<file path="config.mk">
export PLATFORM = sky130hd
export DESIGN_NAME = precharge_device_flat
export DESIGN_NICKNAME = d
export VERILOG_FILES = /design/src/precharge_pkg.sv /design/src/precharge_if.sv /design/src/precharge_device.sv /design/src/flat_wrapper.sv
export SDC_FILE = /design/constraint.sdc
export NUM_CORES = 1
export LEC_CHECK = 0
export ABC_AREA = 1
export BUFFER_PORTS_ARGS = -buffer_cell sky130_fd_sc_hd__buf_2
export CAP_MARGIN = 5
export CORE_UTILIZATION = 50
export CTS_CLUSTER_SIZE = 24
export DETAILED_ROUTE_END_ITERATION = 12
export PLACE_DENSITY_LB_ADDON = 0.05
export SYNTH_ARGS = -nofsm -noshare
export SYNTH_HDL_FRONTEND = slang
export SYNTH_SLANG_ARGS = --single-unit
</file>
<file path="constraint.sdc">
create_clock -name core_clk_i -period 1.2 [get_ports core_clk_i]
set_input_delay 0.24 -clock core_clk_i [delete_from_list [all_inputs] [get_ports core_clk_i]]
set_output_delay 0.24 -clock core_clk_i [all_outputs]
set_load 0.02 [all_outputs]
</file>
<file path="src/precharge_pkg.sv">
// Shared constants and types for the bus precharge select block.
// Assumes a single 40 MHz core clock on both ends.
package precharge_pkg;

	localparam int unsigned CLK_PERIOD_PS      = 25000;
	// Standard precharge is about half a cycle: driven in the high half of the cycle, cut at the falling edge.
	localparam int unsigned STD_PRECHARGE_PS   = 12500;
	localparam int unsigned EXT_PRECHARGE_PS   = 25000;
	localparam int unsigned EXT_PRECHARGE_CYC  =
		(EXT_PRECHARGE_PS + CLK_PERIOD_PS - 1) / CLK_PERIOD_PS;
	localparam int unsigned NUM_LINES          = 3;
	localparam int unsigned LINE_ADDR_BUSY     = 0;
	localparam int unsigned LINE_DATA_BUSY     = 1;
	localparam int unsigned LINE_RETRY         = 2;
	localparam logic        MODE_STANDARD      = 1'b1;
	localparam logic        MODE_EXTENDED      = 1'b0;

	typedef enum logic [1:0] {
		LN_IDLE,
		LN_DRIVE_LOW,
		LN_PRECHARGE
	} line_state_t;

	typedef enum logic [1:0] {
		Q_RUN,
		Q_REQUEST,
		Q_QUIESCENT
	} quiesce_state_t;

endpackage

</file>
<file path="src/precharge_if.sv">
// Interface joining the device end and the system end of the shared lines.
// Assumes the testbench resolves the open lines from the enables.
`timescale 1ns/10ps
`default_nettype none
interface precharge_if;
	import precharge_pkg::*;
	logic [NUM_LINES-1:0] line_out;
	logic [NUM_LINES-1:0] line_oe;
	logic [NUM_LINES-1:0] line_in;
	logic                 quiesce_request;
	logic                 quiesce_acknowledge;
	logic                 hard_reset_in_n;

	modport device (
		output line_out,
		output line_oe,
		input  line_in,
		output quiesce_request,
		input  quiesce_acknowledge,
		input  hard_reset_in_n
	);
	modport system (
		input  line_out,
		input  line_oe,
		input  line_in,
		input  quiesce_request,
		output quiesce_acknowledge,
		output hard_reset_in_n
	);
endinterface
`default_nettype wire

</file>
<file path="src/precharge_device.sv">
// Device end: drives the three busy and retry lines with precharge before release.
// Assumes hard_reset_in_n and quiesce_acknowledge are synchronous to core_clk_i.
//
// Behaviour
// RULE_01: Precharge lines high before releasing them.
// RULE_02: Standard mode precharges about half a cycle.
// RULE_03: Extended mode precharges one full cycle.
// RULE_04: Acknowledge high at reset release: standard.
// RULE_05: Acknowledge low at reset release: extended.
// RULE_06: System should default to standard precharge.
// RULE_07: System can assert acknowledge after reset.
// RULE_08: Request answered by acknowledge before quiescence.
// RULE_09: Acknowledge may equal inverted hard reset.
// RULE_10: Hard reset low active, sampled rising.
// RULE_11: Selection held until next hard reset.
`timescale 1ns/10ps
`default_nettype none
module precharge_device
	import precharge_pkg::*;
#(
	parameter int unsigned EXT_CYCLES = EXT_PRECHARGE_CYC
) (
	input  wire logic                 core_clk_i,
	input  wire logic                 rst_n_i,
	precharge_if.device               bus,
	input  wire logic [NUM_LINES-1:0] assert_req_i,
	input  wire logic                 stop_req_i,
	output logic                      extended_mode_o,
	output logic                      quiescent_o
);

	// The down counter is eight bits wide, so longer precharge cannot be served.
	if (EXT_CYCLES < 1 || EXT_CYCLES > 255) begin : g_bad_ext_cycles
		$error("EXT_CYCLES out of range");
	end

	////////////////////////////////////////////////////////////////////////
	// Helpers shared by the line machine and the half cycle cut.

	function automatic logic is_standard(input logic mode_std);
		return mode_std == MODE_STANDARD;
	endfunction

	function automatic logic precharge_done(input logic mode_std, input logic [7:0] count);
		return is_standard(mode_std) || (count == 8'h00);
	endfunction

	////////////////////////////////////////////////////////////////////////
	// Mode strap. Caught by a clocked process at the hard reset rising edge,
	// never by the asynchronous reset itself.

	logic hard_reset_in_n_q_r;
	logic mode_std_r;

	always_ff @(posedge core_clk_i or negedge rst_n_i) begin
		if (!rst_n_i) begin
			hard_reset_in_n_q_r <= 1'b0;
		end else begin
			hard_reset_in_n_q_r <= bus.hard_reset_in_n;
		end
	end

	always_ff @(posedge core_clk_i or negedge rst_n_i) begin
		if (!rst_n_i) begin
			mode_std_r <= MODE_STANDARD;
		end else if (bus.hard_reset_in_n && !hard_reset_in_n_q_r) begin // RULE_10
			// High selects standard, low selects extended.
			mode_std_r <= bus.quiesce_acknowledge; // RULE_04 RULE_05
		end
	end // RULE_11

	always_ff @(posedge core_clk_i or negedge rst_n_i) begin
		if (!rst_n_i) begin
			extended_mode_o <= 1'b0;
		end else begin
			extended_mode_o <= (mode_std_r == MODE_EXTENDED);
		end
	end

	////////////////////////////////////////////////////////////////////////
	// Line drivers. The standard half cycle is cut by one falling-edge flop on
	// the enable; extended mode counts whole cycles on the rising edge instead.

	line_state_t      st_r   [NUM_LINES];
	logic       [7:0] cnt_r  [NUM_LINES];
	logic [NUM_LINES-1:0] out_r;
	logic [NUM_LINES-1:0] oe_r;
	logic [NUM_LINES-1:0] half_cut_r;
	logic [NUM_LINES-1:0] want_low;

	// Hard reset blocks new assertions and ends a low drive through the usual
	// precharge, so a line is never floated straight from low.
	assign want_low = assert_req_i & {NUM_LINES{bus.hard_reset_in_n}};

	for (genvar g = 0; g < NUM_LINES; g++) begin : g_line
		always_ff @(posedge core_clk_i or negedge rst_n_i) begin
			if (!rst_n_i) begin
				st_r[g] <= LN_IDLE;
			end else begin
				case (st_r[g])
					LN_IDLE: begin
						if (want_low[g]) begin
							st_r[g] <= LN_DRIVE_LOW;
						end
					end
					LN_DRIVE_LOW: begin
						if (!want_low[g]) begin
							st_r[g] <= LN_PRECHARGE; // RULE_01
						end
					end
					default: begin
						if (precharge_done(mode_std_r, cnt_r[g])) begin
							st_r[g] <= LN_IDLE; // RULE_03
						end
					end
				endcase
			end
		end

		// Extended precharge length, loaded as the low drive ends.
		always_ff @(posedge core_clk_i or negedge rst_n_i) begin
			if (!rst_n_i) begin
				cnt_r[g] <= 8'h00;
			end else if (st_r[g] == LN_DRIVE_LOW && !want_low[g]) begin
				cnt_r[g] <= 8'(EXT_CYCLES - 1);
			end else if (st_r[g] == LN_PRECHARGE && cnt_r[g] != 8'h00) begin
				cnt_r[g] <= cnt_r[g] - 8'h01;
			end
		end

		// Level is low only while asserted, so the precharge starts at release.
		always_ff @(posedge core_clk_i or negedge rst_n_i) begin
			if (!rst_n_i) begin
				out_r[g] <= 1'b1;
			end else begin
				out_r[g] <= !(want_low[g] && st_r[g] != LN_PRECHARGE); // RULE_01
			end
		end

		// Enable rises with the low drive and falls once the precharge is done.
		always_ff @(posedge core_clk_i or negedge rst_n_i) begin
			if (!rst_n_i) begin
				oe_r[g] <= 1'b0;
			end else if (st_r[g] == LN_IDLE) begin
				oe_r[g] <= want_low[g];
			end else if (st_r[g] == LN_PRECHARGE && precharge_done(mode_std_r, cnt_r[g])) begin
				oe_r[g] <= 1'b0; // RULE_03
			end
		end

		// Cuts the standard precharge drive at mid cycle.
		always_ff @(negedge core_clk_i or negedge rst_n_i) begin
			if (!rst_n_i) begin
				half_cut_r[g] <= 1'b0;
			end else begin
				half_cut_r[g] <= (st_r[g] == LN_PRECHARGE) && is_standard(mode_std_r); // RULE_02
			end
		end
	end

	assign bus.line_out = out_r;
	assign bus.line_oe  = oe_r & ~half_cut_r;

	////////////////////////////////////////////////////////////////////////
	// Soft stop handshake. The state is only reported quiescent once the
	// acknowledge answers the request.

	quiesce_state_t q_st_r;

	always_ff @(posedge core_clk_i or negedge rst_n_i) begin
		if (!rst_n_i) begin
			q_st_r      <= Q_RUN;
			quiescent_o <= 1'b0;
		end else if (!bus.hard_reset_in_n) begin
			q_st_r      <= Q_RUN;
			quiescent_o <= 1'b0;
		end else begin
			case (q_st_r)
				Q_RUN: begin
					if (stop_req_i) begin
						q_st_r <= Q_REQUEST;
					end
				end
				Q_REQUEST: begin
					if (!stop_req_i) begin
						q_st_r <= Q_RUN;
					end else if (bus.quiesce_acknowledge) begin
						q_st_r      <= Q_QUIESCENT; // RULE_08
						quiescent_o <= 1'b1;
					end
				end
				default: begin
					if (!stop_req_i) begin
						q_st_r      <= Q_RUN;
						quiescent_o <= 1'b0;
					end
				end
			endcase
		end
	end

	logic quiesce_request_r;
	always_ff @(posedge core_clk_i or negedge rst_n_i) begin
		if (!rst_n_i) begin
			quiesce_request_r <= 1'b0;
		end else begin
			quiesce_request_r <= bus.hard_reset_in_n && stop_req_i;
		end
	end
	assign bus.quiesce_request = quiesce_request_r;

endmodule
`default_nettype wire

</file>
<file path="src/flat_wrapper.sv">
// flat-port wrapper written by rule: the top's interface ports become plain ports
module precharge_device_flat import precharge_pkg::*;
#(
	parameter int unsigned EXT_CYCLES = EXT_PRECHARGE_CYC
)
  (core_clk_i, rst_n_i, assert_req_i, stop_req_i, extended_mode_o, quiescent_o, bus_line_out, bus_line_oe, bus_line_in, bus_quiesce_request, bus_quiesce_acknowledge, bus_hard_reset_in_n);
  precharge_if bus_i ();
  input  wire logic core_clk_i;
  input  wire logic rst_n_i;
  input  wire logic [NUM_LINES-1:0] assert_req_i;
  input  wire logic stop_req_i;
  output logic extended_mode_o;
  output logic quiescent_o;
  output wire logic [$bits(bus_i.line_out)-1:0] bus_line_out;
  output wire logic [$bits(bus_i.line_oe)-1:0] bus_line_oe;
  input wire logic [$bits(bus_i.line_in)-1:0] bus_line_in;
  output wire logic [$bits(bus_i.quiesce_request)-1:0] bus_quiesce_request;
  input wire logic [$bits(bus_i.quiesce_acknowledge)-1:0] bus_quiesce_acknowledge;
  input wire logic [$bits(bus_i.hard_reset_in_n)-1:0] bus_hard_reset_in_n;
  assign bus_line_out = bus_i.line_out;
  assign bus_line_oe = bus_i.line_oe;
  assign bus_i.line_in = bus_line_in;
  assign bus_quiesce_request = bus_i.quiesce_request;
  assign bus_i.quiesce_acknowledge = bus_quiesce_acknowledge;
  assign bus_i.hard_reset_in_n = bus_hard_reset_in_n;
  precharge_device #(.EXT_CYCLES(EXT_CYCLES)) u_core (.core_clk_i(core_clk_i), .rst_n_i(rst_n_i), .bus(bus_i), .assert_req_i(assert_req_i), .stop_req_i(stop_req_i), .extended_mode_o(extended_mode_o), .quiescent_o(quiescent_o));
endmodule
</file>
**After elaboration in Yosys (flattened, before gate mapping)**

Cells that the tools add are included.

- $add $sub $neg: 3
- Equality and inequality tests: 23
- Multiplexer cells: 35
- Bitwise logic cells: 4
- Reductions and logical operators: 51

Operator list:

| operator | count |
|---|---|
| $mux W8 | 6 |
| $mux W2 | 14 |
| $logic_not A8 Y1 | 3 |
| $reduce_bool A8 Y1 | 3 |
| $sub A8 B1 Y8 const B | 3 |
| $logic_and A1 B1 Y1 | 17 |
| $pmux W2 S2 | 4 |
| $ne A2 B2 Y1 const B | 7 |
| $reduce_and A3 Y1 | 4 |
| $reduce_bool A2 Y1 | 6 |
| $mux W1 | 10 |
| $ne A3 B3 Y1 const B | 3 |
| $reduce_bool A3 Y1 | 3 |
| $eq A2 B1 Y1 const B | 4 |
| $logic_not A2 Y1 | 4 |
| $logic_not A1 Y1 | 7 |
| $and A3 B3 Y3 | 2 |
| $eq A2 B2 Y1 const B | 3 |
| $ne A2 B1 Y1 const B | 3 |
| $ne A4 B2 Y1 const B | 1 |
| $ne A4 B4 Y1 const B | 1 |
| $reduce_and A4 Y1 | 1 |
| $logic_or A1 B1 Y1 | 3 |
| $ne A3 B2 Y1 const B | 1 |
| 3 further kinds | 3 |

- Bits in registers: 46
- Bits of input ports: 11
- Output and inout bits: 9
- Word-level logic and storage cells: 137

**Depth between registers and ports, before layout**

Gate-level depths: netlist of run 1.

- Depth in word-level cells: 5
- Depth in mapped cells: 8
- Depth with buffers taken out: 8

==> results of run 1 <==
placed cells by master (no fill, tap or decap), types with 2 or more instances in the layout:
cell	n
dfstp_2	4
ha_4	4
o21ai_0	5
nand2_2	8
nand4_1	12
nand3_2	3
nor2_4	16
clkbuf_8	6
buf_4	67
xor2_1	10
nand3_4	3
nand2_1	87
nor2_2	11
o22ai_1	2
inv_1	30
buf_6	8
buf_2	10
dfrtp_1	39
nand2_4	2
dfrtn_1	3
inv_2	12
o21ai_4	3
o21bai_1	2
buf_12	3
nor2_1	10
nand3_1	22
registers in the layout (all words and copies together) (netlist names):
signal / count
u_core.cnt_r: 24
u_core.st_r: 6
u_core.bus.line_out: 3
u_core.half_cut_r: 3
u_core.oe_r: 3
u_core.q_st_r: 2
u_core.bus.quiesce_request: 1
u_core.extended_mode_o: 1
u_core.hard_reset_in_n_q_r: 1
u_core.mode_std_r: 1
u_core.quiescent_o: 1
critical path, stage by stage (launching register included):
cell and delay [ps]:
dfrtn_1 440, nor2_4 40, buf_6 120
worst min-delay path by stage:
stage / cells after the start / end
floorplan: 0 / u_core.bus.quiesce_request
global placement: 1 / u_core.oe_r[0]
detailed placement: 1 / u_core.oe_r[0]
CTS: 1 / u_core.hard_reset_in_n_q_r
global route: 1 / u_core.hard_reset_in_n_q_r
finish: 1 / u_core.hard_reset_in_n_q_r
power breakdown:
group	switching (uW)	internal (uW)	leakage, uW
clock	561	464	0.0000472
sequential	363	2050	0.000592
combinational	2890	2680	0.00121
cell families (layout without fill, tap and decap cells):
logic type / Yosys count / in the layout / share of synthesized area
AND/OR/NAND/NOR: 174 / 174 / 0.333
buffers and inverters: 43 / 140 / 0.0680
flip-flops: 46 / 46 / 0.487
adder cells (fa/ha/maj): 6 / 6 / 0.0316
XOR/XNOR: 10 / 10 / 0.0369
AO/OA/AOI/OAI: 17 / 17 / 0.0427
cell type report:
cell class	instances	share of cell area
multi-input combinational	207	0.374
sequential	46	0.330
timing repair buffer	89	0.204
inverter	43	0.0468
clock buffer	6	0.0236
tap	52	0.0186
clock inverter	2	0.00357
metrics by stage:
stage	instance area, sq um	utilization	setup TNS, ps	instances
after floorplan	2460	-	-666	296
after global placement	3050	0.686	-3600	423
after detailed placement	3050	0.686	-4130	423
after CTS	3350	0.753	-3830	439
after global routing	3500	0.788	-7010	445
final	3500	0.788	-4580	445
routing by layer:
| layer | vias to the layer above | track usage |
|---|---|---|
| met2 | 33 | 0.389 |
| met1 | 1028 | 0.318 |
| met5 | - | 0 |
| met4 | 0 | 0.0600 |
| li1 | 1120 | - |
| met3 | 11 | 0.0442 |
what timing repair did:
action,in CTS,in global routing
endpoints found under the setup margin,38,37
resized for setup,31,30
pin swaps,51,35
endpoints found under the hold margin,5,0
hold buffers,1,0
buffers inserted,7,6
==> results.md, run 1 <==
- Run status: finished, violations left
- Failing checks: setup timing
- Leak: 0.00185 uW
- Share of the synthesized area in the top cell type: 0.411
- Most common cell in the synthesized netlist: nand2_1
- Multi-input logic area: 0.00131 sq mm
- Initial Util: 0.534
- Worst-path fanout max: 1
- Via density: 4.93
- Setup Viol. Count Final: 33
- Hpwl dp: 3670 um
- Worst path required time: 960 ps
- Hold Crit Class: in -> reg
- Register bit total from synthesis: 46
- Average wire per standard cell: 12.5 um
- Cells on worst reg2reg path: 7
- Io pins: 20
- Largest net degree at the start of global routing: 25
- Fin worst setup slack: -544 ps
- Reg2reg setup slack: -130 ps
- Synth Flop Type: dfrtp_1
- Hold_sp: bus_hard_reset_in_n
- Later-pin clock latency in the skew report: 300 ps
- Cell area after synthesis: 0.00237 sq mm
- Die Span Y: 70.9 um
- Initial DRC Count: 122
- Commonest cells post-synth: nand2_1 (96), inv_1 (41), dfrtp_1 (39), nor2_1 (27), nand3_1 (25)
- Cell accounting for the most synthesized area: dfrtp_1
- WHS: 150 ps
- Met1 wire length: 2550 um
- Dominant cells by area after synthesis: dfrtp_1 (41%), nand2_1 (15%), inv_1 (6.5%), nand3_1 (5.3%), dfstp_2 (4.4%)
- Worst EP arrival: 1500 ps
- Vias in the first global route: 2024
- Number of diodes: 0
- PwrDens: 2570 mW/mm^2
- Peak supply drop: 1.26 mV
- Clock Pin Slew Worst Setup and Hold Paths: 90 ps
- Final #Nets: 409
- Post-synthesis cell count: 296
- Fin Clk Skew: 6.72 ps
- Filler cells: 283
- # H-tree levels: 2
- R2r endpoint: u_core.cnt_r[19]
- Post-synth ARST share: 1.00
- Drt drc: 0
- Final ANT Viol Nets: 0
- RSZ-0062 raised after global routing: yes
- Post-synth net total: 313
- Highest metal used: met4
- Tot GR Track Use: 0.234
- Core area: 0.00444 sq mm
- Library cells used by synthesis: 22
- Worst-margin pin slew: 308 ps
- Post-Syn Area per Cell: 8.01 sq um
- DR vias: 2192
- FF-to-FF Start: u_core.cnt_r[19]
- Worst setup SP type: flip-flop
- Slew headroom: 0.795
- Hold Vio Cnt, Final: 0
- Total CTS buffers: 5
- Synth warn: 0
- Crit. Startpoint: u_core.half_cut_r[2]
- # Max-Cap Violations: 0
- Seq/Total Area, Yosys: 0.487
- Share of cells above drive strength 1: 0.420
- Clock sinks: 46
- Max clock buf depth: 2
- Final GP Congestion: 0.831
- Post-synth EDFFs: 0
- Synthesis-to-layout area growth: 47.7%
- Power Total: 9010 uW
- Port Buffers: 16
- End point of the critical path: bus_line_oe[2]
- Worst slack at placement: -234 ps
- Total die area: 0.00502 sq mm
- CP Class: reg -> out
- Drt first pass iters: 6
- First-pass GRT wire length: 9160 um
- Initial antenna violation count: 0
- CTS tree: yes
- Die width: 70.9 um
- Slew Limit Fails: 0
- Metal3 WL: 190 um
- Met2 Wirelength: 2730 um
- Std cell rows: 24
- DRT Wirelength: 5560 um
- Register Area: 0.00116 sq mm
- Overflow after GRT: 0
- Clock Tree Root: clkbuf_8
- Crit end category: output pin
(Power assumes the default switching activity.)
==> run 2: changes to the inputs <==
Settings changed: GPL_TIMING_DRIVEN set to 0.
Clock period 1.2 ns to 2.3 ns, I/O delays scaled along.
==> run 2 against run 1 <==
The flow still finishes with violations (setup timing). Critical path type unchanged. Clock power shrank 50%. Largest cell class is now flip-flops and latches. Routed wire length shrank 26%. Register-to-register slack gained 470 ps. Largest power group unchanged. First-iteration DRC count shrank 23%. Die area is the same. Non-clock buffer count shrank 73.
==> results.md, run 2 (same netlist as run 1, synthesis figures left out) <==
- Run status: finished, violations left
- Failing checks: setup timing
- Synthesis-to-layout area growth: 10.3%
- Total CTS buffers: 5 (unchanged)
- First-pass GRT wire length: 7290 um (-20%)
- Worst path top cell family by delay: flip-flops
- Die Span Y: 70.9 um (unchanged)
- Largest net degree at the start of global routing: 47 (+88%)
- R2r endpoint: u_core.half_cut_r[0]
- Number of diodes: 0 (unchanged)
- CTS tree: yes
- Initial antenna violation count: 0 (unchanged)
- Hold Crit Class: in -> async
- Largest regs: u_core.cnt_r x24, u_core.st_r x6
- Fin worst setup slack: -212 ps (+333 ps)
- Slew Limit Fails: 0 (unchanged)
- Io pins: 20 (unchanged)
- Final Util: 0.589 (-0.199)
- Clock Tree Root: clkbuf_8
- Worst-margin pin slew: 992 ps (+684 ps)
- Die width: 70.9 um (unchanged)
- Port Buffers: 16 (unchanged)
- Max incr delay on CP: 330 ps (-110 ps)
- Max clock buf depth: 2 (unchanged)
- Buf/Inv on CP: 1 (unchanged)
- Average wire per standard cell: 11.1 um (-11%)
- Critical Path Slowest Stage Cell: dfrtn_1
- # Max-Cap Violations: 0 (unchanged)
- Crit end category: output pin
- # H-tree levels: 2 (unchanged)
- Fin Clk Skew: 6.23 ps (-0.486 ps)
- Worst path required time: 1840 ps (+880 ps)
- Reg2reg setup slack: 340 ps (+470 ps)
- Hold buffers post-CTS: 0 (-1)
- Peak supply drop: 0.654 mV (-48%)
- Largest register FFs: 24 (unchanged)
- Hold Vio Cnt, Final: 0 (unchanged)
- Setup Viol. Count Final: 3 (-91%)
- Area after DPL: 0.00252 sq mm (-17%)
- Total die area: 0.00502 sq mm (unchanged)
- Final GP Congestion: 0.802 (-3.5%)
- Hpwl dp: 2870 um (-22%)
- Later-pin clock latency in the skew report: 300 ps (about the same)
- Drt drc: 0 (unchanged)
- Share of cells above drive strength 1: 0.138 (-0.282)
- Drt first pass iters: 6 (unchanged)
- Overflow after GRT: 0 (unchanged)
- Core area: 0.00444 sq mm (unchanged)
- Commonest non-fill, non-tap cells in the layout: nand2_1 (96), inv_1 (41), dfrtp_1 (39), nor2_1 (27), nand3_1 (25)
- FF-to-FF Start: u_core.st_r[4]
- Cells on worst reg2reg path: 3 (-4)
- DR vias: 1845 (-16%)
- Std cell rows: 24 (unchanged)
- Worst-path fanout max: 1 (unchanged)
- Via density: 4.96 (+0.69%)
- Final ANT Viol Nets: 0 (unchanged)
- Setup TNS Final: -571 ps (+4010 ps)
- RSZ-0062 raised after global routing: yes
- DRT Wirelength: 4120 um (-26%)
- CP Class: reg -> out
- PwrDens: 1270 mW/mm^2 (-50%)
- Final Cell Area: 0.00262 sq mm (-25%)
- Crit-path cells: nor2_1, buf_4
- Clock Pin Slew Worst Setup and Hold Paths: 90 ps (about the same)
- Worst EP arrival: 2050 ps (+550 ps)
- Reg with most FFs: u_core.cnt_r
- Slew headroom: 0.339 (-0.456)
- Initial Util: 0.534 (unchanged)
- Initial DRC Count: 94 (-23%)
- Tot GR Track Use: 0.182 (-0.0524)
- Vias in the first global route: 1731 (-14%)
- Worst setup SP type: flip-flop
- Commonest non-fill, non-tap cell in the layout: nand2_1
- Leak: 0.00143 uW (-23%)
- Clock sinks: 46 (unchanged)
- Final #Nets: 336 (-18%)
[run 2: where the power goes]
group	internal, uW	switching [uW]	total (uW)	leakage (uW)
logic	560	987	1550	0.000794
clock network	218	293	511	0.0000408
registers	1070	208	1280	0.000592
[run 2: layout make-up]
cell class	count	area, sq um
fillers	421	1830
flip-flops and latches	46	1160
repair buffers	16	87.6
inverters	43	161
multi-input cells	207	1050
clock inverters	3	23.8
clock buffers	5	68.8
well taps	52	65.1
[run 2: worst max-delay path by stage]
stage	from	end	slack [ps]	depth (start not counted)
6_report	u_core.half_cut_r[2]	bus_line_oe[2]	-210	2
5_1_grt	u_core.half_cut_r[2]	bus_line_oe[2]	-240	2
4_1_cts	u_core.half_cut_r[2]	bus_line_oe[2]	-220	2
3_5_place_dp	rst_n_i	u_core.half_cut_r[2]	-110	1
3_3_place_gp	rst_n_i	u_core.half_cut_r[2]	-110	1
2_1_floorplan	u_core.half_cut_r[0]	bus_line_oe[0]	90	1
[run 2: what timing repair did]
action	in CTS	in global routing
pin swaps	3	0
endpoints found under the setup margin	3	3
gates resized for setup	3	0
endpoints found under the hold margin	0	0
cloned	0	0
setup buffers	0	0
[run 2: layer usage]
layer | global-route usage | wire [um] | vias to the layer above
met3 | 0.0442 | 134 | 5
met5 | 0 | 0 | -
met2 | 0.295 | 1890 | 30
met1 | 0.245 | 2070 | 832
li1 | - | - | 978
met4 | 0.0489 | 34 | 0
[run 2: worst reg2reg max path: stages (launching register included)]
cell and delay (ps):
dfrtp_1 370, inv_1 80, nand2_1 150, nor2_1 50
[run 2: metrics by stage]
stage               worst slack [ps]  power [uW]  instances  hold WS, ps
floorplan                       85.2        2510        296          164
global placement                -109        2810        364          455
detailed placement              -113        2840        364          460
CTS                             -222        3370        372          354
global route                    -241        3670        372          345
finish                          -212        3330        372          310
==> run 3: changes to the inputs <==
Settings changed: PLACE_DENSITY set to 0.78, PLACE_DENSITY_LB_ADDON 0.05 to not set.
Clock period 2.3 ns to 3.1 ns, I/O delays scaled along.
==> run 3 against run 2 <==
The flow finishes with violations (DRC). Design area grew 0.91%. First-iteration DRC count down 9.6%. Via count grew 3.4%. Setup slack gained 240 ps. Power down 23%. Critical endpoint is now bus_line_oe[0]. Utilization increased by 0.53 points. Largest cell class unchanged. Flip-flop and latch count is the same. Clock skew shrank 1.1 ps. Combinational power decreased by 25%.
==> results.md, run 3 (same netlist as run 1, synthesis figures left out) <==
- Run status: finished, violations left
- Failing checks: DRC
- Max clock buf depth: 2 (unchanged)
- Slew Limit Fails: 0 (unchanged)
- Drt first pass iters: 8 (+2)
- Worst setup SP type: flip-flop
- Hold Crit Class: in -> async
- # H-tree levels: 2 (unchanged)
- Filler cells: 393 (-6.7%)
- Via density: 5.13 (+3.4%)
- Tot GR Track Use: 0.196 (+0.0145)
- CP Class: reg -> out
- # Max-Cap Violations: 0 (unchanged)
- Overflow after GRT: 0 (unchanged)
- Total CTS buffers: 5 (unchanged)
- Initial antenna violation count: 0 (unchanged)
- Worst path required time: 2480 ps (+640 ps)
- Leak: 0.00145 uW (+1.4%)
- PwrDens: 971 mW/mm^2 (-24%)
- RSZ-0062 raised after global routing: no
- Drt drc: 4 (+4)
- Switching share of power: 0.434 (-0.0120)
- P_sw: 1110 uW (-25%)
- Port Buffers: 16 (unchanged)
- Largest regs: u_core.cnt_r x24, u_core.st_r x6
- Clock Pin Slew Worst Setup and Hold Paths: 90 ps (about the same)
- First-pass GRT wire length: 7740 um (+6.2%)
- Total die area: 0.00502 sq mm (unchanged)
- Peak supply drop: 0.498 mV (-24%)
- Hold buffers post-CTS: 0 (unchanged)
- Setup TNS Final: 0 ps (+571 ps)
- Final GP Congestion: 0.824 (+2.8%)
- DR vias: 1907 (+3.4%)
- Initial Util: 0.534 (unchanged)
- Synthesis-to-layout area growth: 11.3%
- Std cell rows: 24 (unchanged)
- DRT Wirelength: 4280 um (+4.0%)
- Share of cells above drive strength 1: 0.141 (+0.00312)
- Commonest non-fill, non-tap cells in the layout: nand2_1 (96), inv_1 (41), dfrtp_1 (39), nor2_1 (26), nand3_1 (25)
- Worst-path fanout max: 1 (unchanged)
- Power Total: 2570 uW (-23%)
- Io pins: 20 (unchanged)
- Initial DRC Count: 85 (-9.6%)
- Clock sinks: 46 (unchanged)
- Slew headroom: 0.340 (+0.00167)
- Sequential Power Share: 0.371 (-0.012)
- Hpwl dp: 3030 um (+5.6%)
- Worst-margin pin slew: 989 ps (-2.51 ps)
- Internal power: 1450 uW (-21%)
- Die width: 70.9 um (unchanged)
- Combinational fraction of design power: 0.451 (-0.013)
- Largest register FFs: 24 (unchanged)
- Number of diodes: 0 (unchanged)
- Final ANT Viol Nets: 0 (unchanged)
- Commonest non-fill, non-tap cell in the layout: nand2_1
- Setup Viol. Count Final: 0 (-3)
- Clock Tree Root: clkbuf_8
- Core area: 0.00444 sq mm (unchanged)
- CTS tree: yes
- Vias in the first global route: 1846 (+6.6%)
- Fin Clk Skew: 5.13 ps (-1.10 ps)
- Die Span Y: 70.9 um (unchanged)
- Largest net degree at the start of global routing: 47 (unchanged)
- Average wire per standard cell: 11.5 um (+4.0%)
- Crit end category: output pin
- Worst EP arrival: 2450 ps (+400 ps)
- Hold Vio Cnt, Final: 0 (unchanged)
- Clock power frac: 0.178 (+0.025)
- Reg with most FFs: u_core.cnt_r
- Later-pin clock latency in the skew report: 310 ps (about the same)
- Final #Nets: 336 (unchanged)
-- run 3: cell count changes in the layout (fill, tap and decap cells not counted), sizes merged --
cell      change
clkinvlp      -2
clkinv        +1
bufinv        +1
-- run 3: power by group through the flow --
stage / Sequential (uW) / Clock (uW) / Combinational, uW
finish: 952 / 456 / 1160
global route: 979 / 493 / 1350
CTS: 951 / 472 / 1170
detailed placement: 960 / 0 / 1160
global placement: 953 / 0 / 1110
floorplan: 933 / 0 / 933
-- run 3: what timing repair did --
action                                  CTS  global route
cloned                                    0             0
gates resized for setup                   3             1
setup buffers                             0             0
pin swaps                                 1             1
endpoints found under the setup margin    2             1
-- run 3: final cells by class --
type | count | area [sq um] | share of cell area
flip-flops and latches | 46 | 1160 | 0.438
multi-input cells | 207 | 1060 | 0.400
inverters | 43 | 161 | 0.0611
repair buffers | 16 | 88.8 | 0.0336
clock buffers | 5 | 68.8 | 0.0261
well taps | 52 | 65.1 | 0.0246
clock inverters | 3 | 43.8 | 0.0166
-- run 3: worst max-delay path: stages, from the launching register on --
cell	delay [ps]
dfrtn_1	340
nor2_1	100
buf_4	160
-- run 3: routing by layer --
metal,vias to the layer above,wire length (um),track usage
met1,895,1970,0.228
met3,5,107,0.0299
met2,28,2130,0.354
met5,-,0,0
met4,0,80,0.0956
li1,979,-,-
-- run 3: stage by stage --
step,setup WS (ps),std cells,util,cell area [sq um],hold WS [ps]
after global placement,150,364,0.566,2520,454
after CTS,7.62,372,0.593,2640,482
final,32.4,372,0.594,2640,472
after global routing,7.08,372,0.594,2640,503
after detailed placement,141,364,0.566,2520,460
after floorplan,325,296,-,2370,324
-- run 3: path summary, 6_finish.rpt --
check                      slack (ps)                          to                       start  depth (start not counted)
setup reg to reg                  710        u_core.half_cut_r[1]              u_core.st_r[2]                          3
max in group asynchronous         570        u_core.half_cut_r[2]                     rst_n_i                          1
hold / removal                    470  u_core.bus.quiesce_request                     rst_n_i                          1
hold reg to reg                   490           u_core.mode_std_r  u_core.hard_reset_in_n_q_r                          3
setup / recovery                   30              bus_line_oe[0]        u_core.half_cut_r[0]                          2
min in group core_clk_i           490           u_core.mode_std_r  u_core.hard_reset_in_n_q_r                          3
